File: src/rtl/cdpwm_pkg.sv
package cdpwm_pkg;

    // ------------------------------------------------------------
    // Register map and field layout
    // ------------------------------------------------------------
    localparam logic [7:0]  CDPWM_OFS_PERIOD = 8'h00;
    localparam logic [7:0]  CDPWM_OFS_DUTY   = 8'h04;
    localparam logic [7:0]  CDPWM_OFS_DEAD   = 8'h08;
    localparam logic [7:0]  CDPWM_OFS_SS     = 8'h0c;
    localparam logic [7:0]  CDPWM_OFS_STATUS = 8'h10;
    localparam int          CDPWM_SS_DIV_LSB = 0;
    localparam int          CDPWM_SS_LO_LSB  = 8;
    localparam int          CDPWM_SS_HI_LSB  = 16;
    localparam int          CDPWM_ST_RUN     = 0;
    localparam int          CDPWM_ST_MODE    = 1;
    localparam int          CDPWM_ST_COOL    = 2;
    localparam int          CDPWM_ST_SUPPLY_UNDERVOLTAGE_LOCKOUT    = 3;
    localparam int          CDPWM_ST_NSYNC   = 4;
    localparam int          CDPWM_ST_SYNC    = 5;
    localparam int          CDPWM_ST_SS_LSB  = 8;

    // ------------------------------------------------------------
    // Reset values and counts
    // ------------------------------------------------------------
    localparam logic [15:0] CDPWM_PERIOD_RST = 16'h01f4;
    localparam logic [7:0]  CDPWM_DUTY_RST   = 8'h80;
    localparam logic [7:0]  CDPWM_DEAD_RST   = 8'h05;
    localparam logic [7:0]  CDPWM_SSDIV_RST  = 8'h04;
    localparam logic [7:0]  CDPWM_SSLO_RST   = 8'h1b;
    localparam logic [7:0]  CDPWM_SSHI_RST   = 8'he5;
    localparam logic [7:0]  CDPWM_SS_TOP     = 8'hff;
    localparam logic [4:0]  CDPWM_OVL_LIMIT  = 5'h10;
    localparam logic [4:0]  CDPWM_COOL_CYC   = 5'h10;

    // ------------------------------------------------------------
    // Types
    // ------------------------------------------------------------
    typedef struct packed {
        logic enable;
        logic mode;
        logic fault_n;
        logic supply_above_on;
        logic supply_above_off;
        logic thermal_shutdown;
        logic limit_pos;
        logic limit_neg;
        logic zero_current;
    } cdpwm_pins_t;

    typedef struct packed {
        logic [15:0] period;
        logic [7:0]  duty;
        logic [7:0]  dead_time_set;
        logic [7:0]  ss_div;
        logic [7:0]  ss_lo;
        logic [7:0]  ss_hi;
    } cdpwm_cfg_t;

    typedef enum logic [1:0] {
        CDPWM_OFF   = 2'b00,
        CDPWM_NSYNC = 2'b01,
        CDPWM_SYNC  = 2'b10,
        CDPWM_COOL  = 2'b11
    } cdpwm_stage_t;

    function automatic logic [15:0] cdpwm_scale(input logic [7:0] frac,
                                               input logic [15:0] per);
        logic [23:0] prod;
        prod = frac * per;
        return prod[23:8];
    endfunction : cdpwm_scale

    function automatic logic [31:0] cdpwm_merge(input logic [31:0] old,
                                               input logic [31:0] wd,
                                               input logic [3:0]  be);
        logic [31:0] res;
        res = old;
        for (int i = 0; i < 4; i++) begin
            if (be[i]) begin
                res[i*8 +: 8] = wd[i*8 +: 8];
            end
        end
        return res;
    endfunction : cdpwm_merge

endpackage : cdpwm_pkg

File: src/rtl/cdpwm_core.sv
`timescale 1ns/1ps
//
// Contract
// - Mode input high means charge, low means discharge.
// - Mode is captured when enable rises and held while the run gate stays high.
// - Mode is captured again when the fault input is released.
// - A new mode is accepted only while switching is disabled.
// - Charge is buck with high side leading; discharge boost, low first.
// - Enable low stops switching and holds both drives low.
// - Thermal, undervoltage or external fault also stop switching.
// - Supply lockout clears at the upper level, sets below the lower.
// - Enable rising starts a fresh ramp from zero.
// - Off below low level, leading side only, both above high level.
// - Duty cycle is limited in proportion to the ramp.
// - Dead time keeps the two drives from switching together.
// - Current limit ends the main pulse and pulls the flag low.
// - More than sixteen consecutive limited cycles means overload.
// - A cycle without limit clears the overload counter.
// - Overload zeroes the ramp and blocks drives for sixteen cycles.
// - After the cool-down switching restarts with a new ramp.
// - Limit comparator polarity follows the latched mode.
// - Sync switch turns off when current enters the zero window.
// - Fault low holds drives low and discharges the ramp.
// - Thermal shutdown holds drives low and resets the ramp.
//
module cdpwm_core
    import cdpwm_pkg::*;
(
    // Clock, reset, enable
    input  wire logic        clk_sys_i,
    input  wire logic        reset_i,
    input  wire logic        ce_i,
    // Avalon-MM slave
    input  wire logic [7:0]  avs_address_i,
    input  wire logic        avs_read_i,
    input  wire logic        avs_write_i,
    input  wire logic [31:0] avs_writedata_i,
    input  wire logic [3:0]  avs_byteenable_i,
    output logic [31:0]      avs_readdata_o,
    output logic             avs_waitrequest_o,
    // Pins and comparators
    input  cdpwm_pins_t      pins_i,
    // Drive outputs
    output logic             high_side_drive_o,
    output logic             low_side_drive_o,
    output logic             current_limit_flag_n_o
);

    // ------------------------------------------------------------
    // State
    // ------------------------------------------------------------
    cdpwm_cfg_t   cfg_q;
    cdpwm_stage_t stage_q;
    logic [31:0]  rdata_q;
    logic [31:0]  rdata_d;
    logic [31:0]  wmerge;
    logic         wait_q;
    logic         wr_go;
    logic         lockout_q;
    logic         run;
    logic         run_q;
    logic         mode_q;
    logic [15:0]  ph_q;
    logic [15:0]  pm1;
    logic         cyc_end;
    logic [7:0]   ss_q;
    logic [7:0]   sdiv_q;
    logic         lim_sel;
    logic         lim_hit;
    logic         lim_q;
    logic         cyc_lim;
    logic         flag_n_q;
    logic [4:0]   ocnt_q;
    logic [4:0]   cool_q;
    logic         ovl_now;
    logic         zc_q;
    logic [15:0]  duty_t;
    logic [15:0]  ss_t;
    logic [15:0]  on_t;
    logic         active;
    logic         main_req;
    logic         sync_req;
    logic         hs_req;
    logic         ls_req;

    // ------------------------------------------------------------
    // Register bus
    // ------------------------------------------------------------
    always_comb begin
        case (avs_address_i)
            CDPWM_OFS_PERIOD: rdata_d = {16'h0000, cfg_q.period};
            CDPWM_OFS_DUTY:   rdata_d = {24'h000000, cfg_q.duty};
            CDPWM_OFS_DEAD:   rdata_d = {24'h000000, cfg_q.dead_time_set};
            CDPWM_OFS_SS:     rdata_d = {8'h00, cfg_q.ss_hi, cfg_q.ss_lo,
                                         cfg_q.ss_div};
            CDPWM_OFS_STATUS: begin
                rdata_d = 32'h00000000;
                rdata_d[CDPWM_ST_RUN]   = run_q;
                rdata_d[CDPWM_ST_MODE]  = mode_q;
                rdata_d[CDPWM_ST_COOL]  = (stage_q == CDPWM_COOL);
                rdata_d[CDPWM_ST_SUPPLY_UNDERVOLTAGE_LOCKOUT]  = lockout_q;
                rdata_d[CDPWM_ST_NSYNC] = (stage_q == CDPWM_NSYNC);
                rdata_d[CDPWM_ST_SYNC]  = (stage_q == CDPWM_SYNC);
                rdata_d[CDPWM_ST_SS_LSB +: 8] = ss_q;
            end
            default:          rdata_d = 32'h00000000;
        endcase
    end

    assign wmerge = cdpwm_merge(rdata_d, avs_writedata_i, avs_byteenable_i);
    assign wr_go  = avs_write_i && !wait_q;

    // One wait cycle per access; the access completes at the edge
    // where the master sees waitrequest low.
    always_ff @(posedge clk_sys_i or posedge reset_i) begin
        if (reset_i) begin
            wait_q  <= 1'b1;
            rdata_q <= 32'h00000000;
        end else if (ce_i) begin
            if ((avs_read_i || avs_write_i) && wait_q) begin
                wait_q  <= 1'b0;
                rdata_q <= avs_read_i ? rdata_d : 32'h00000000;
            end else begin
                wait_q  <= 1'b1;
            end
        end
    end

    assign avs_readdata_o    = rdata_q;
    assign avs_waitrequest_o = wait_q;

    always_ff @(posedge clk_sys_i or posedge reset_i) begin
        if (reset_i) begin
            cfg_q.period        <= CDPWM_PERIOD_RST;
            cfg_q.duty          <= CDPWM_DUTY_RST;
            cfg_q.dead_time_set <= CDPWM_DEAD_RST;
            cfg_q.ss_div        <= CDPWM_SSDIV_RST;
            cfg_q.ss_lo         <= CDPWM_SSLO_RST;
            cfg_q.ss_hi         <= CDPWM_SSHI_RST;
        end else if (ce_i && wr_go) begin
            case (avs_address_i)
                CDPWM_OFS_PERIOD: cfg_q.period        <= wmerge[15:0];
                CDPWM_OFS_DUTY:   cfg_q.duty          <= wmerge[7:0];
                CDPWM_OFS_DEAD:   cfg_q.dead_time_set <= wmerge[7:0];
                CDPWM_OFS_SS: begin
                    cfg_q.ss_div <= wmerge[CDPWM_SS_DIV_LSB +: 8];
                    cfg_q.ss_lo  <= wmerge[CDPWM_SS_LO_LSB +: 8];
                    cfg_q.ss_hi  <= wmerge[CDPWM_SS_HI_LSB +: 8];
                end
                default: ;
            endcase
        end
    end

    // ------------------------------------------------------------
    // Gating and mode latch
    // ------------------------------------------------------------
    // The supply comparators carry no hysteresis of their own, so the
    // gap between the two thresholds is held here.
    // lockout hysteresis
    always_ff @(posedge clk_sys_i or posedge reset_i) begin
        if (reset_i) begin
            lockout_q <= 1'b1;
        end else if (ce_i) begin
            if (pins_i.supply_above_on) begin
                lockout_q <= 1'b0;
            end else if (!pins_i.supply_above_off) begin
                lockout_q <= 1'b1;
            end
        end
    end

    assign run = pins_i.enable && pins_i.fault_n && !lockout_q
              && !pins_i.thermal_shutdown;

    // Capturing on the rise of the whole gate covers enable, fault
    // release and recovery from lockout or thermal shutdown alike.
    // mode capture
    always_ff @(posedge clk_sys_i or posedge reset_i) begin
        if (reset_i) begin
            run_q  <= 1'b0;
            mode_q <= 1'b0;
        end else if (ce_i) begin
            run_q <= run;
            if (run && !run_q) begin
                mode_q <= pins_i.mode;
            end
        end
    end

    // ------------------------------------------------------------
    // Switching cycle and soft start
    // ------------------------------------------------------------
    assign pm1     = (cfg_q.period == 16'h0000) ? 16'h0000
                                                : cfg_q.period - 16'h0001;
    assign cyc_end = run && (ph_q >= pm1);

    always_ff @(posedge clk_sys_i or posedge reset_i) begin
        if (reset_i) begin
            ph_q <= 16'h0000;
        end else if (ce_i) begin
            ph_q <= (!run || cyc_end) ? 16'h0000 : ph_q + 16'h0001;
        end
    end

    always_ff @(posedge clk_sys_i or posedge reset_i) begin
        if (reset_i) begin
            ss_q   <= 8'h00;
            sdiv_q <= 8'h00;
        end else if (ce_i) begin
            if (!run || ovl_now || stage_q == CDPWM_COOL) begin
                ss_q   <= 8'h00;
                sdiv_q <= 8'h00;
            end else if (sdiv_q >= cfg_q.ss_div) begin
                sdiv_q <= 8'h00;
                if (ss_q != CDPWM_SS_TOP) begin
                    ss_q <= ss_q + 8'h01;
                end
            end else begin
                sdiv_q <= sdiv_q + 8'h01;
            end
        end
    end

    // ------------------------------------------------------------
    // Peak current limit and overload
    // ------------------------------------------------------------
    // sense polarity
    assign lim_sel = mode_q ? pins_i.limit_pos : pins_i.limit_neg;
    assign lim_hit = active && lim_sel;
    assign cyc_lim = lim_q || lim_hit;
    assign ovl_now = cyc_end && cyc_lim && (ocnt_q >= CDPWM_OVL_LIMIT);

    always_ff @(posedge clk_sys_i or posedge reset_i) begin
        if (reset_i) begin
            lim_q    <= 1'b0;
            flag_n_q <= 1'b1;
        end else if (ce_i) begin
            lim_q    <= (cyc_end || !run) ? 1'b0 : cyc_lim;
            flag_n_q <= !lim_hit && !(lim_q && !cyc_end && run);
        end
    end

    assign current_limit_flag_n_o = flag_n_q;

    always_ff @(posedge clk_sys_i or posedge reset_i) begin
        if (reset_i) begin
            ocnt_q <= 5'h00;
        end else if (ce_i) begin
            if (!run || ovl_now) begin
                ocnt_q <= 5'h00;
            end else if (cyc_end) begin
                ocnt_q <= cyc_lim ? ocnt_q + 5'h01 : 5'h00;
            end
        end
    end

    // ------------------------------------------------------------
    // Stage control
    // ------------------------------------------------------------
    // stages
    always_ff @(posedge clk_sys_i or posedge reset_i) begin
        if (reset_i) begin
            stage_q <= CDPWM_OFF;
            cool_q  <= 5'h00;
        end else if (ce_i) begin
            if (!run) begin
                stage_q <= CDPWM_OFF;
                cool_q  <= 5'h00;
            end else if (ovl_now) begin
                stage_q <= CDPWM_COOL;
                cool_q  <= CDPWM_COOL_CYC;
            end else begin
                case (stage_q)
                    CDPWM_COOL: begin
                        if (cyc_end) begin
                            cool_q <= cool_q - 5'h01;
                            if (cool_q == 5'h01) begin
                                stage_q <= CDPWM_OFF;
                            end
                        end
                    end
                    default: begin
                        if (ss_q > cfg_q.ss_hi) begin
                            stage_q <= CDPWM_SYNC;
                        end else if (ss_q > cfg_q.ss_lo) begin
                            stage_q <= CDPWM_NSYNC;
                        end else begin
                            stage_q <= CDPWM_OFF;
                        end
                    end
                endcase
            end
        end
    end

    // ------------------------------------------------------------
    // Pulse requests
    // ------------------------------------------------------------
    // ramp duty clamp
    assign duty_t = cdpwm_scale(cfg_q.duty, cfg_q.period);
    assign ss_t   = cdpwm_scale(ss_q, cfg_q.period);
    assign on_t   = (ss_t < duty_t) ? ss_t : duty_t;
    assign active = run && (stage_q == CDPWM_NSYNC || stage_q == CDPWM_SYNC);

    assign main_req = active && (ph_q < on_t) && !lim_q && !lim_hit;

    // Once current has reached zero the sync switch stays off for the
    // rest of the cycle, which is what a diode would do.
    // zero window latch
    always_ff @(posedge clk_sys_i or posedge reset_i) begin
        if (reset_i) begin
            zc_q <= 1'b0;
        end else if (ce_i) begin
            zc_q <= (cyc_end || !run) ? 1'b0 : (zc_q || pins_i.zero_current);
        end
    end

    assign sync_req = run && stage_q == CDPWM_SYNC && (ph_q >= on_t)
                   && !zc_q && !pins_i.zero_current;

    assign hs_req = mode_q ? main_req : sync_req;
    assign ls_req = mode_q ? sync_req : main_req;

    cdpwm_dead u_dead (
        .clk_sys_i (clk_sys_i),
        .reset_i   (reset_i),
        .ce_i      (ce_i),
        .hs_req_i  (hs_req),
        .ls_req_i  (ls_req),
        .dead_i    (cfg_q.dead_time_set),
        .hs_o      (high_side_drive_o),
        .ls_o      (low_side_drive_o)
    );

    // ------------------------------------------------------------
    // Checks
    // ------------------------------------------------------------
    property p_mode_hold;
        @(posedge clk_sys_i) disable iff (reset_i)
        ce_i && run && run_q |=> mode_q == $past(mode_q);
    endproperty
    a_mode_hold: assert property (p_mode_hold) else $error("mode moved");

    property p_mode_cap;
        @(posedge clk_sys_i) disable iff (reset_i)
        ce_i && run && !run_q |=> mode_q == $past(pins_i.mode);
    endproperty
    a_mode_cap: assert property (p_mode_cap) else $error("mode not taken");

    property p_off;
        @(posedge clk_sys_i) disable iff (reset_i)
        ce_i && !run |=> !high_side_drive_o && !low_side_drive_o;
    endproperty
    a_off: assert property (p_off) else $error("drive while disabled");

    property p_lockout;
        @(posedge clk_sys_i) disable iff (reset_i)
        ce_i && lockout_q && !pins_i.supply_above_on |=> lockout_q;
    endproperty
    a_lockout: assert property (p_lockout) else $error("lockout left early");

    property p_nsync;
        @(posedge clk_sys_i) disable iff (reset_i)
        ce_i && stage_q != CDPWM_SYNC
        |=> !(mode_q ? low_side_drive_o : high_side_drive_o);
    endproperty
    a_nsync: assert property (p_nsync) else $error("sync too early");

    property p_flag;
        @(posedge clk_sys_i) disable iff (reset_i)
        ce_i && lim_hit |=> !current_limit_flag_n_o;
    endproperty
    a_flag: assert property (p_flag) else $error("flag not low");

    property p_ovl;
        @(posedge clk_sys_i) disable iff (reset_i)
        ce_i && run && cyc_end && cyc_lim && ocnt_q == CDPWM_OVL_LIMIT
        |=> stage_q == CDPWM_COOL && cool_q == CDPWM_COOL_CYC;
    endproperty
    a_ovl: assert property (p_ovl) else $error("overload missed");

    property p_clear;
        @(posedge clk_sys_i) disable iff (reset_i)
        ce_i && cyc_end && !cyc_lim |=> ocnt_q == 5'h00;
    endproperty
    a_clear: assert property (p_clear) else $error("count not cleared");

    property p_cool;
        @(posedge clk_sys_i) disable iff (reset_i)
        ce_i && stage_q == CDPWM_COOL
        |=> ss_q == 8'h00 && !high_side_drive_o && !low_side_drive_o;
    endproperty
    a_cool: assert property (p_cool) else $error("switching in cool-down");

endmodule : cdpwm_core

File: src/rtl/cdpwm_dead.sv
`timescale 1ns/1ps
module cdpwm_dead
    import cdpwm_pkg::*;
(
    // Clock and reset
    input  wire logic       clk_sys_i,
    input  wire logic       reset_i,
    input  wire logic       ce_i,
    // Requests and setting
    input  wire logic       hs_req_i,
    input  wire logic       ls_req_i,
    input  wire logic [7:0] dead_i,
    // Drives
    output logic            hs_o,
    output logic            ls_o
);

    logic [7:0] cnt_q;
    logic       hs_q;
    logic       ls_q;
    logic       fall;

    assign hs_o = hs_q;
    assign ls_o = ls_q;
    assign fall = (hs_q && !hs_req_i) || (ls_q && !ls_req_i);

    // ------------------------------------------------------------
    // Dead-time gap
    // ------------------------------------------------------------
    // gap count
    always_ff @(posedge clk_sys_i or posedge reset_i) begin
        if (reset_i) begin
            cnt_q <= 8'h00;
        end else if (ce_i) begin
            if (fall) begin
                cnt_q <= dead_i;
            end else if (cnt_q != 8'h00) begin
                cnt_q <= cnt_q - 8'h01;
            end
        end
    end

    // A side turns on only after the other has been seen off, so two
    // edges can never land in the same cycle even with a zero setting.
    // staggered edges
    always_ff @(posedge clk_sys_i or posedge reset_i) begin
        if (reset_i) begin
            hs_q <= 1'b0;
            ls_q <= 1'b0;
        end else if (ce_i) begin
            hs_q <= hs_q ? hs_req_i
                         : (hs_req_i && !ls_q && !fall && cnt_q == 8'h00);
            ls_q <= ls_q ? ls_req_i
                         : (ls_req_i && !hs_req_i && !hs_q && !fall
                            && cnt_q == 8'h00);
        end
    end

    property p_excl;
        @(posedge clk_sys_i) disable iff (reset_i)
        !(hs_q && ls_q);
    endproperty
    a_excl: assert property (p_excl) else $error("both drives high");

    property p_nosame;
        @(posedge clk_sys_i) disable iff (reset_i)
        !($changed(hs_q) && $changed(ls_q));
    endproperty
    a_nosame: assert property (p_nosame) else $error("drives switched together");

endmodule : cdpwm_dead

File: config.mk
export PLATFORM = sky130hd
export DESIGN_NAME = cdpwm_core
export DESIGN_NICKNAME = d
export VERILOG_FILES = /design/src/rtl/cdpwm_pkg.sv /design/src/rtl/cdpwm_core.sv /design/src/rtl/cdpwm_dead.sv
export SDC_FILE = /design/constraint.sdc
export NUM_CORES = 1
export LEC_CHECK = 0
export BUFFER_PORTS_ARGS = -buffer_cell sky130_fd_sc_hd__buf_4
export CAP_MARGIN = 20
export CORE_MARGIN = 2
export CORE_UTILIZATION = 51
export DETAILED_ROUTE_END_ITERATION = 8
export HOLD_SLACK_MARGIN = 0.05
export PLACE_DENSITY = 0.68
export RECOVER_POWER = 100
export SLEW_MARGIN = 15
export SYNTH_ARGS = -nofsm -noshare
export SYNTH_HDL_FRONTEND = slang
export SYNTH_HIERARCHICAL = 1
export SYNTH_SLANG_ARGS = --single-unit
export TNS_END_PERCENT = 30
File: constraint.sdc
create_clock -name clk_sys_i -period 21 [get_ports clk_sys_i]
set_input_delay 3.15 -clock clk_sys_i [delete_from_list [all_inputs] [get_ports clk_sys_i]]
set_output_delay 3.15 -clock clk_sys_i [all_outputs]
set_load 0.01 [all_outputs]
## Word-level counts from Yosys, hierarchy flattened

Cells that the tools add are included.

- Muxes and demuxes: 39
- $add $sub $neg: 7
- $mul: 2
- Equality and inequality tests: 14
- Reduce and logical (&&, ||, !) cells: 75
- $lt $le $gt $ge: 8

Operators with widths:

| operator | number |
|---|---|
| $pmux W24 S5 | 1 |
| $mux W8 | 10 |
| $mul A8 B16 Y24 | 2 |
| $mux W16 | 3 |
| $mux W5 | 7 |
| $ge A16 B16 Y1 | 2 |
| $lt A16 B16 Y1 | 2 |
| $mux W32 | 1 |
| $logic_and A1 B1 Y1 | 31 |
| $reduce_and A2 Y1 | 9 |
| $add A16 B1 Y16 const B | 1 |
| $add A8 B1 Y8 const B | 2 |
| $eq A8 B4 Y1 const B | 2 |
| $gt A8 B8 Y1 | 2 |
| $logic_not A1 Y1 | 16 |
| $logic_not A16 Y1 | 1 |
| $logic_not A8 Y1 | 2 |
| $sub A16 B1 Y16 const B | 1 |
| $mux W2 | 6 |
| $mux W1 | 11 |
| $reduce_and A3 Y1 | 3 |
| $eq A8 B3 Y1 const B | 1 |
| $eq A8 B5 Y1 const B | 1 |
| $ge A8 B8 Y1 | 1 |
| other kinds (15) | 27 |

- Logic and storage cells: 168
- Output and inout port bits: 36
- Flip-flop bits (word level): 149

## Depth between registers and ports, before layout

Gate-level depths: netlist (run 1).

- Word-level depth: 15
- Depth in mapped cells: 45
- Mapped depth without buffers: 40

## Cells and area by module

Netlist (run 1), hierarchy kept.

Modules (own cells, without submodules):

| module | area an instance (um^2) | sequential area each (um^2) | cells an instance | instances |
|---|---|---|---|---|
| cdpwm_core | 16296.9 | 3305.7 | 1791 | 1 |
| cdpwm_dead | 675.6 | 250.2 | 71 | 1 |

## Least setup slack after synthesis (run 1)

No wires, ideal clock.

- Path type: flip-flop to flip-flop
- From: register cfg_q[46] (netlist name)
- To: register u_dead.cnt_q[7]
- Arrival time: 9020 ps
- Period minus slack after synthesis: 9141 ps
- Required time: 20879 ps
- Setup slack: 11859 ps
- Stages on the path, launching flop included: 39
- Path buffers: 5
- Setup time: 121 ps
- Cell sequence: dfstp_2 > clkbuf_1 > clkbuf_1 > and2_1 > fa_1 > fa_1 > fa_1 > inv_1 > fa_1 > inv_1 > ha_1 > o21a_1 > o211ai_2 > a21o_1 > a31oi_1 > or3_1 > clkbuf_1 > a311o_1 > [3 not listed] > nand4_1 > a211o_1 > o31ai_4 > buf_4 > mux2i_1 > ha_1 > a21o_1 > a21o_1 > a21oi_1 > o21bai_1 > a211oi_1 > and4b_1 > mux2_2 > and2b_1 > or2_1 > buf_2 > o21a_1 > o22a_1

- Cells in the longest elaborated chain, start to end: 13

Ends and longest elaborated chain:

| item | line | RTL |
|---|---|---|
| from (decl) | cdpwm_core.sv:52 | `cdpwm_cfg_t cfg_q;` |
| $mul A8 B16 Y24 | cdpwm_pkg.sv:69 | `prod = frac * per;` |
| $lt A16 B16 Y1 | cdpwm_core.sv:303 | `assign on_t = (ss_t < duty_t) ? ss_t : duty_t;` |
| $mux W16 (*) | cdpwm_core.sv:303 |  |
| $ge A16 B16 Y1 / $lt A16 B16 Y1 (equally long branches) | cdpwm_core.sv:319, cdpwm_core.sv:306 |  |
| $logic_and A1 B1 Y1 (on tied branches) | cdpwm_core.sv:319, cdpwm_core.sv:306 |  |
| $logic_and A1 B1 Y1 (on tied branches) (2 in series) | cdpwm_core.sv:320, cdpwm_core.sv:306 |  |
| $mux W1 (*) | cdpwm_core.sv:322 | `assign hs_req = mode_q ? main_req : sync_req;` |
| named net hs_req | cdpwm_core.sv:83 | `logic hs_req;` |
| $logic_not A1 Y1 (*) | cdpwm_dead.sv:25 | `assign fall = (hs_q && !hs_req_i) \|\| (ls_q && !ls_req_i);` |
| $logic_and A1 B1 Y1 (*) | cdpwm_dead.sv:25 |  |
| $logic_or A1 B1 Y1 (*) | cdpwm_dead.sv:25 |  |
| $reduce_bool A2 Y1 (no line) | -- |  |
| $reduce_and A2 Y1 (no line) | -- |  |
| to (signal assigned) | cdpwm_dead.sv:36 | `cnt_q <= dead_i;` |
| to (signal assigned) | cdpwm_dead.sv:38 | `cnt_q <= cnt_q - 8'h01;` |
| to (decl) | cdpwm_dead.sv:18 | `logic [7:0] cnt_q;` |

Mark *: on every way through the listed nets, which the timed path passes. The rest lies on a longest branch.
A chain may end at the register's enable or synchronous reset.

## Worst setup path after layout (run 1)

- From: register cfg_q[38] (netlist name)
- To: register u_dead.cnt_q[5]

- Cells in the longest elaborated chain, start to end: 13

Ends and longest elaborated chain:

| item | line |
|---|---|
| $mul A8 B16 Y24 (*) | cdpwm_pkg.sv:69 |
| $lt A16 B16 Y1 | cdpwm_core.sv:303 |
| $mux W16 (*) | cdpwm_core.sv:303 |
| $ge A16 B16 Y1 / $lt A16 B16 Y1 (equally long branches) | cdpwm_core.sv:319, cdpwm_core.sv:306 |
| $logic_and A1 B1 Y1 (on tied branches) | cdpwm_core.sv:319, cdpwm_core.sv:306 |
| $logic_and A1 B1 Y1 (on tied branches) (2 in series) | cdpwm_core.sv:320, cdpwm_core.sv:306 |
| $mux W1 (*) | cdpwm_core.sv:322 |
| named net hs_req | cdpwm_core.sv:83 |
| $logic_not A1 Y1 (*) | cdpwm_dead.sv:25 |
| $logic_and A1 B1 Y1 (*) | cdpwm_dead.sv:25 |
| $logic_or A1 B1 Y1 (*) | cdpwm_dead.sv:25 |
| $reduce_bool A2 Y1 (no line) | -- |
| $reduce_and A2 Y1 (no line) | -- |

Marked as above.

==> results of run 1 <==
## cell usage in the layout, fill, tap and decap left out, drive strengths merged, types with 28 or more instances in the layout
master  synthesis  layout
nor2          105     105
o21ai          62      62
ha            165     165
dfrtp         119     119
clkbuf         65      49
xor2           28      28
fa            166     166
nand2         145     145
mux2i          55      55
and2          199     199
inv           273     281
buf            26      54
mux2           63      63
a21oi          60      60
## metal layers
metal	up-vias	track usage [%]	share of wire [%]
li1	6154	-	-
met1	6509	32.28	44
met2	293	41.73	49
met3	60	2.295	4.0
met4	0	8.400	2.7
met5	-	0	0
## cell families after synthesis
family          synth area share, %
other cells                 0.02209
fa+ha+maj                     31.74
simple gates                  18.08
mux                           7.424
compound gates                10.48
flops                         20.95
buf+inv                       8.456
xor+xnor                      2.838
## metrics by stage
| stage | hold slack (ns) | instances | utilization [%] | power, mW | setup slack [ns] |
|---|---|---|---|---|---|
| finish | 0.4869 | 2338 | 55.84 | 0.6848 | 8.549 |
| global route | 0.5143 | 2338 | 55.84 | 0.7137 | 7.681 |
| CTS | 0.4948 | 2337 | 56.25 | 0.6906 | 10.33 |
| detailed placement | 0.4732 | 2305 | 54.55 | 0.4035 | 10.39 |
| global placement | 0.4704 | 2305 | 54.54 | 0.4003 | 10.53 |
| floorplan | 0.4635 | 1869 | - | 0.3733 | 11.86 |
## registers in the layout (all words and copies together), names as in the netlist, 2 cells and up
name	cells
cfg_q	56
avs_readdata_o	24
ph_q	16
sdiv_q	8
ss_q	8
u_dead/cnt_q	8
cool_q	5
ocnt_q	5
stage_q	2
## worst min-delay path, delay by kind of cell, from the launching register on
kind / cells / cell delay [ns]
compound gates: 1 / 0.06
flops: 1 / 0.35
simple gates: 1 / 0.05
## power by group through the flow
stage	Sequential, mW	Clock (mW)	Combinational (mW)
3_5_place_dp	0.304	0	0.0992
4_1_cts	0.300	0.292	0.0994
2_1_floorplan	0.298	0	0.0755
5_1_grt	0.302	0.302	0.110
3_3_place_gp	0.304	0	0.0967
6_report	0.300	0.287	0.0981
## worst paths after layout
check / cells past startpoint / slack (ns) / end
min: 2 / 0.49 / avs_readdata_o[11]
max reg2reg: 35 / 8.55 / u_dead/cnt_q[5]
max: 35 / 8.55 / u_dead/cnt_q[5]
min reg2reg: 2 / 0.49 / avs_readdata_o[11]
max in group asynchronous: 3 / 13.23 / cfg_q[3]
min in group asynchronous: 2 / 2.70 / u_dead/cnt_q[2]
## Yosys cell counts, types with 55 or more instances
master	instances
sky130_fd_sc_hd__mux2i_1	55
sky130_fd_sc_hd__ha_1	165
sky130_fd_sc_hd__nand2_1	145
sky130_fd_sc_hd__clkbuf_1	65
sky130_fd_sc_hd__mux2_2	63
sky130_fd_sc_hd__nor2_1	104
sky130_fd_sc_hd__and2_1	199
sky130_fd_sc_hd__a21oi_1	59
sky130_fd_sc_hd__fa_1	166
sky130_fd_sc_hd__inv_1	273
sky130_fd_sc_hd__o21ai_0	60
sky130_fd_sc_hd__dfrtp_1	119
## cell type report
| type | instances | area [µm²] |
|---|---|---|
| clock buffers | 17 | 425.4 |
| inverters | 275 | 1033 |
| repair buffers | 86 | 525.5 |
| flip-flops and latches | 141 | 3556 |
| multi-input cells | 1362 | 11990 |
| fillers | 3012 | 14400 |
| clock inverters | 15 | 127.6 |
| well taps | 442 | 553.0 |
==> results summary, run 1 <==
The die extent in x is ~190 µm. VDD sags by at most 89.21 µV. The post-synthesis instance area came out at roughly 17000 µm². The cell area power density came out at around 38 nW/µm². The sequential-to-total area share from yosys stat is 20.95%.

The number of H-tree levels came out at 4. The number of violations reported at the end of detailed-routing iteration 0 is 624. Among all stages on the critical path, the largest delay is contributed by sky130_fd_sc_hd__o31ai_1. The cell count after synthesis is roughly 1900. The required time of the critical path is 21.31 ns.

The net switching fraction of the power came out at about 30%. The HPWL after detailed placement is ~31000 µm. The checks that failed: max-capacitance violations, max-slew violations. The floorplan has between 60 and 70 rows. The final layout contains routed wiring with a total length of about 40000 µm. The delay of the slowest critical-path stage is 2.23 ns. The highest fanout seen on the critical path is 18.

The count of nets left with antenna violations once routing finished came out at 0. The transition at the pin with the smallest max-transition slack is about 3.4 ns. The sequential cell fraction of total power is between 40% and 50%.

The proportion of power drawn by combinational gates came out at between 10% and 20%. Of the total power, the clock network draws about two fifths. In this run the vertical extent of the chip is ~190 µm.

The total clock sinks is around 140. The DRC violation count after routing is 0. The worst hold path belongs to the class flop to flop.

The number of hold violations in the final report came out at 0. Counting flops with a built-in enable in the synthesized netlist gives 0. The share of final-layout standard cells stronger than drive strength 1 is about a tenth. The number of top-level pins came out at 94. The worst path needs approximately 12 ns of the cycle, external delays included. The count of pins over their slew limit came out at just over 200.

Dividing the detail-routed wire length by the instance count gives between 15 and 20 µm. The area overhead of the layout relative to synthesis came out at 7.320%. The source-to-sink clock delay at the later pin of the worst-skew pair came out at about 0.44 ns.

The worst register-to-register path begins at cfg_q[38]. Setup repair after global routing left no endpoint under its margin. The worst slew margin relative to its limit is -126.3%.

The net count of the finished layout is approximately 2300. The internal power of the cells totals roughly 0.48 mW. The largest total area in the synthesized netlist belongs to sky130_fd_sc_hd__fa_1. The aggregate global-route resource usage is between 20% and 30%. The worst clock skew is approximately 0.013 ns. The kind of cell with the highest combined delay along the critical path is compound AO/OA/AOI/OAI gates. The initial antenna violation count was 0.

The total buffers and inverters traversed by the critical path came out at 4. The element type at the critical path start is a flop. By area the synthesized netlist is led by sky130_fd_sc_hd__fa_1 20%, sky130_fd_sc_hd__dfrtp_1 18%, sky130_fd_sc_hd__ha_1 12%. The synthesis warning total is 6. The first detailed-routing pass ran for 7 iterations. STA classifies the critical path endpoint as a flop. For this design the static power due to leakage is between 9 and 10 nW.

The number of setup violations in the final report came out at 0. The number of setup buffers added after CTS is 0. The via count came out at around 13000. The hold-fix buffer count after cts is 0. The number of input and output port buffers inserted came out at 76.

The number of buffers inserted during clock tree synthesis came out at 17. The number of storage elements in the synthesis netlist came out at 141. The maximum frequency from static timing analysis is around 80 MHz.

The number of diodes added for antenna fixing is 0. Global routing finished with a remaining overflow of 0. The tool flagged a number of max-cap violations equal to 4. The total placed instance area came out at 17790 µm².

The number of global-route vias before repair was around 13000. The run finished, with violations left. The per-cell via count in the routed design is 5.567.

For this configuration, the core starts out at a cell density of 52.03%. The share of async-settable or async-resettable flops after synthesis is 100.0%. The global-route wire length before repair came out at about 68000 µm. The proportion of netlist area held by the largest area contributor is 19.58%. The floorplan step defined a die boundary enclosing around 35000 µm². Summed over all failing endpoints, the final setup total negative slack is 0 ns.

The clock-pin transition on the worst setup and hold timing paths came out at approximately 0.070 ns. The share of the cycle needed by the critical path after routing is between 50% and 60%. The startpoint identified for the worst hold timing path is avs_readdata_o[11]. By startpoint and endpoint, the worst setup path is classified as flop to flop. The power dissipated by switching net loads is approximately 0.20 mW. The area of all placed cells without fillers is 18220 µm². Among all flip-flop cells after synthesis, the most frequent one is sky130_fd_sc_hd__dfrtp_1. The total of cells resized after clock tree synthesis came out at 0. The average instance in the mapped netlist occupies a little over 9 µm². The number of buffers on the longest clock path came out at 2.

The TritonCTS clock tree is yes. The worst endpoint data arrival time came out at 12.76 ns. The routability-driven placement congestion ratio is around 0.9. The worst setup path startpoint is cfg_q[38]. The number of library cell types mapped by synthesis is 86. The tree is rooted in a sky130_fd_sc_hd__clkbuf_16. The core footprint is 32620 µm². The maximum number of pins on one net before global-route repair is a little under 70.
(Power assumes the default switching activity.)
==> run 2, diff against run 1 <==
Clock period 21 ns to 12.7 ns, I/O delays scaled along.
==> run 2 against run 1 <==
The flow still finishes with violations (max-capacitance violations, max-slew violations). Combinational power increased by 65%. Clock skew about the same. Highest routed layer unchanged. Final area increased by 0.23%. First-iteration DRC count increased by 13%. Power increased by 74%. Fmax increased by 11%. Sequential share of layout area about the same. Non-clock buffer count decreased by 1. Register-to-register slack got worse by 7.1 ns. Sequential cell count unchanged. Cell count about the same. Global-route usage decreased by 0.15 points.
==> results summary, run 2 (same netlist as run 1, synthesis figures left out) <==
Outcome: finished, violations left (unchanged). Violated checks: max-capacitance violations, max-slew violations (unchanged). The flip-flop count of the largest register, all copies and words added came out at 56 (unchanged). The maximum frequency from static timing analysis came to 88.91 MHz (was 80.32 MHz). The number of hold violations in the final report is 0 (unchanged).

The total power is 1.194 mW (was 0.6848 mW). The worst endpoint data arrival time is 11.56 ns (was 12.76 ns). The initial antenna violation count was 0 (unchanged). The share of total power in the clock network was 44.8% (was 41.9%). The number of setup buffers added after CTS is 0 (unchanged). The delay of the slowest critical-path stage was 1.17 ns (was 2.23 ns).

The number of nets with antenna violations after routing is 0 (unchanged). The DRC violation count after routing is 0 (unchanged). The final wirelength came out at 41070 µm (was 41010 µm).

The register with the most flip-flops was cfg_q (unchanged). The share of final-layout standard cells stronger than drive strength 1 came to 9.657% (was 9.916%). The net count of the finished layout came to 2271 (was 2272). The count of pins over their slew limit is 186 (was 203). RSZ-0062 raised after global routing: no (unchanged).

The worst setup path startpoint is cfg_q[44] (was cfg_q[38]). The share of the cycle needed by the critical path after routing came out at 88.56% (was 59.29%). The number of H-tree levels is 4 (unchanged).

The area overhead of the layout relative to synthesis came out at 7.571% (was 7.320%). The highest fanout seen on the critical path is 21 (was 18). The die extent in x is 186.4 µm (unchanged). The power dissipated by switching net loads was 0.3408 mW (was 0.2045 mW).

The total of max-cap violations came to 3 (was 4). The sequential cell fraction of total power came to 41.6% (was 43.8%). The source of the worst hold timing path is avs_readdata_o[7] (was avs_readdata_o[11]). The number of diodes added for antenna fixing is 0 (unchanged). The number of buffers on the longest clock path is 2 (unchanged). The worst hold-check slack came out at 0.4893 ns (was 0.4869 ns).

The category of the worst setup path capture point is a flop (unchanged). The number of violations reported at the end of detailed-routing iteration 0 is 708 (was 624). Most frequent cells in the layout: 272 x sky130_fd_sc_hd__inv_1, 199 x sky130_fd_sc_hd__and2_1, 166 x sky130_fd_sc_hd__fa_1, 165 x sky130_fd_sc_hd__ha_1, 145 x sky130_fd_sc_hd__nand2_1 (unchanged). The time the worst path needs with I/O delays and setup is 11.25 ns (was 12.45 ns). The global route total overflow came to 0 (unchanged). The overall die area is 34750 µm² (unchanged). The routability-driven placement congestion ratio is 0.8900 (was 0.8772). The number of top-level pins came to 94 (unchanged). The internal power summed over all cells is 0.8535 mW (was 0.4803 mW).

The number of input and output port buffers inserted came out at 76 (unchanged). The number of global-route vias before repair is 13253 (was 13404). The net switching fraction of the power came to 28.53% (was 29.87%). The class of the most critical hold timing path is flop to flop (unchanged). The clock-pin transition on the worst setup and hold timing paths came out at 0.07 ns (about the same). The total clock sinks came out at 141 (unchanged). The hold-fix buffer count after cts came out at 0 (unchanged).

The per-cell via count in the routed design was 5.621 (was 5.567). The worst slew margin relative to its limit came out at -126.8% (was -126.3%). The element type at the critical path start was a flop (unchanged).

The total buffers and inverters traversed by the critical path is 4 (unchanged). The proportion of power drawn by combinational gates is 13.6% (was 14.3%). The die span in y is 186.4 µm (unchanged).

The maximum number of pins on one net before global-route repair is 68 (unchanged). The aggregate global-route resource usage came out at 24.16% (was 24.31%). The via count is 13137 (was 13016). The TritonCTS clock tree is yes (unchanged). The critical path's top delay family is compound AO/OA/AOI/OAI gates (unchanged).

The category of the critical setup timing path is flop to flop (unchanged). The total of cells resized after clock tree synthesis is 0 (unchanged). The required time of the critical path came to 13.01 ns (was 21.31 ns). The cell area power density was 65.41 nW/µm² (was 37.60 nW/µm²). The worst clock skew is 0.01230 ns (was 0.01280 ns). The transition at the pin with the smallest max-transition slack is 3.403 ns (was 3.394 ns).

The commonest non-fill, non-tap cell in the layout was sky130_fd_sc_hd__inv_1 (unchanged). The launch instance of the worst register-to-register path is cfg_q[44] (was cfg_q[38]). The core footprint is 32620 µm² (unchanged).

The final routed wire length divided by cell count is 17.57 µm (was 17.54 µm). The number of buffers inserted during clock tree synthesis came out at 17 (unchanged). The cell with the largest stage delay on the worst path was sky130_fd_sc_hd__dfstp_1 (was sky130_fd_sc_hd__o31ai_1). The highest ir drop seen on vdd is 98.72 µV (was 89.21 µV). The total number of placement rows was 66 (unchanged).

The number of setup violations in the final report came out at 0 (unchanged). The global-route wire length before repair is 67790 µm (was 68120 µm). The fill cell total of the finished layout came out at 2991 (was 3012).

The effective utilization at floorplan is 52.03% (unchanged). The number of optimization iterations in the first detailed-route pass is 7 (unchanged). The HPWL after detailed placement is 30980 µm (was 31230 µm). The static leakage is 9.365 nW (was 9.338 nW). The accumulated negative setup slack came out at 0 ns (unchanged).

The source-to-sink clock delay at the later pin of the worst-skew pair is 0.44 ns (about the same). The cell at the root of the clock tree is sky130_fd_sc_hd__clkbuf_16 (unchanged).
run 2: path summary, 6_finish.rpt:
path | to | slack [ns] | cells past startpoint
min in group asynchronous | u_dead/hs_o | 1.45 | 2
max in group asynchronous | avs_readdata_o[18] | 6.19 | 3
worst max-delay path | u_dead/cnt_q[6] | 1.45 | 35
worst min register to register | avs_readdata_o[7] | 0.49 | 2
worst min-delay path | avs_readdata_o[7] | 0.49 | 2
worst max register to register | u_dead/cnt_q[6] | 1.45 | 35
run 2: cell type report:
cell class | instances | area, µm² | share of cell area (%)
clock buffers | 17 | 425.4 | 2.330
clock inverters | 15 | 200.2 | 1.096
inverters | 275 | 1033 | 5.661
multi-input cells | 1362 | 11970 | 65.57
flip-flops and latches | 141 | 3556 | 19.48
well taps | 442 | 553.0 | 3.029
repair buffers | 85 | 518.0 | 2.837
run 2: worst reg2reg max path: cells and delay by family (launching register included):
family	cells	cell delay [ns]
AOI/OAI and AO/OA	14	4.13
DFF	1	1.17
buffers and inverters	4	0.23
xor gates and xnor gates	1	0.23
and+or+nand+nor	7	1.77
adders and majority gates	7	2.98
muxes	2	0.63
run 2: power by group through the flow:
stage               Sequential (mW)  Clock, mW  Combinational, mW
floorplan                     0.492          0              0.125
global placement              0.502          0              0.160
detailed placement            0.503          0              0.164
CTS                           0.496      0.542              0.165
global route                  0.499      0.563              0.180
finish                        0.496      0.536              0.162
run 2: layer usage:
metal	routed length, µm	global-route usage, %
met1	18060	31.71
met2	19970	41.06
met3	1767	2.840
met4	1267	9.200
met5	0	0
run 2: through the flow:
step	instances	utilization [%]	cell area, µm²	worst slack (ns)
after floorplan	1869	-	17000	3.559
after global placement	2304	54.51	17780	2.280
after detailed placement	2304	54.53	17790	2.185
after CTS	2336	56.45	18410	2.136
after global routing	2337	55.97	18260	0.8145
final	2337	55.97	18260	1.453
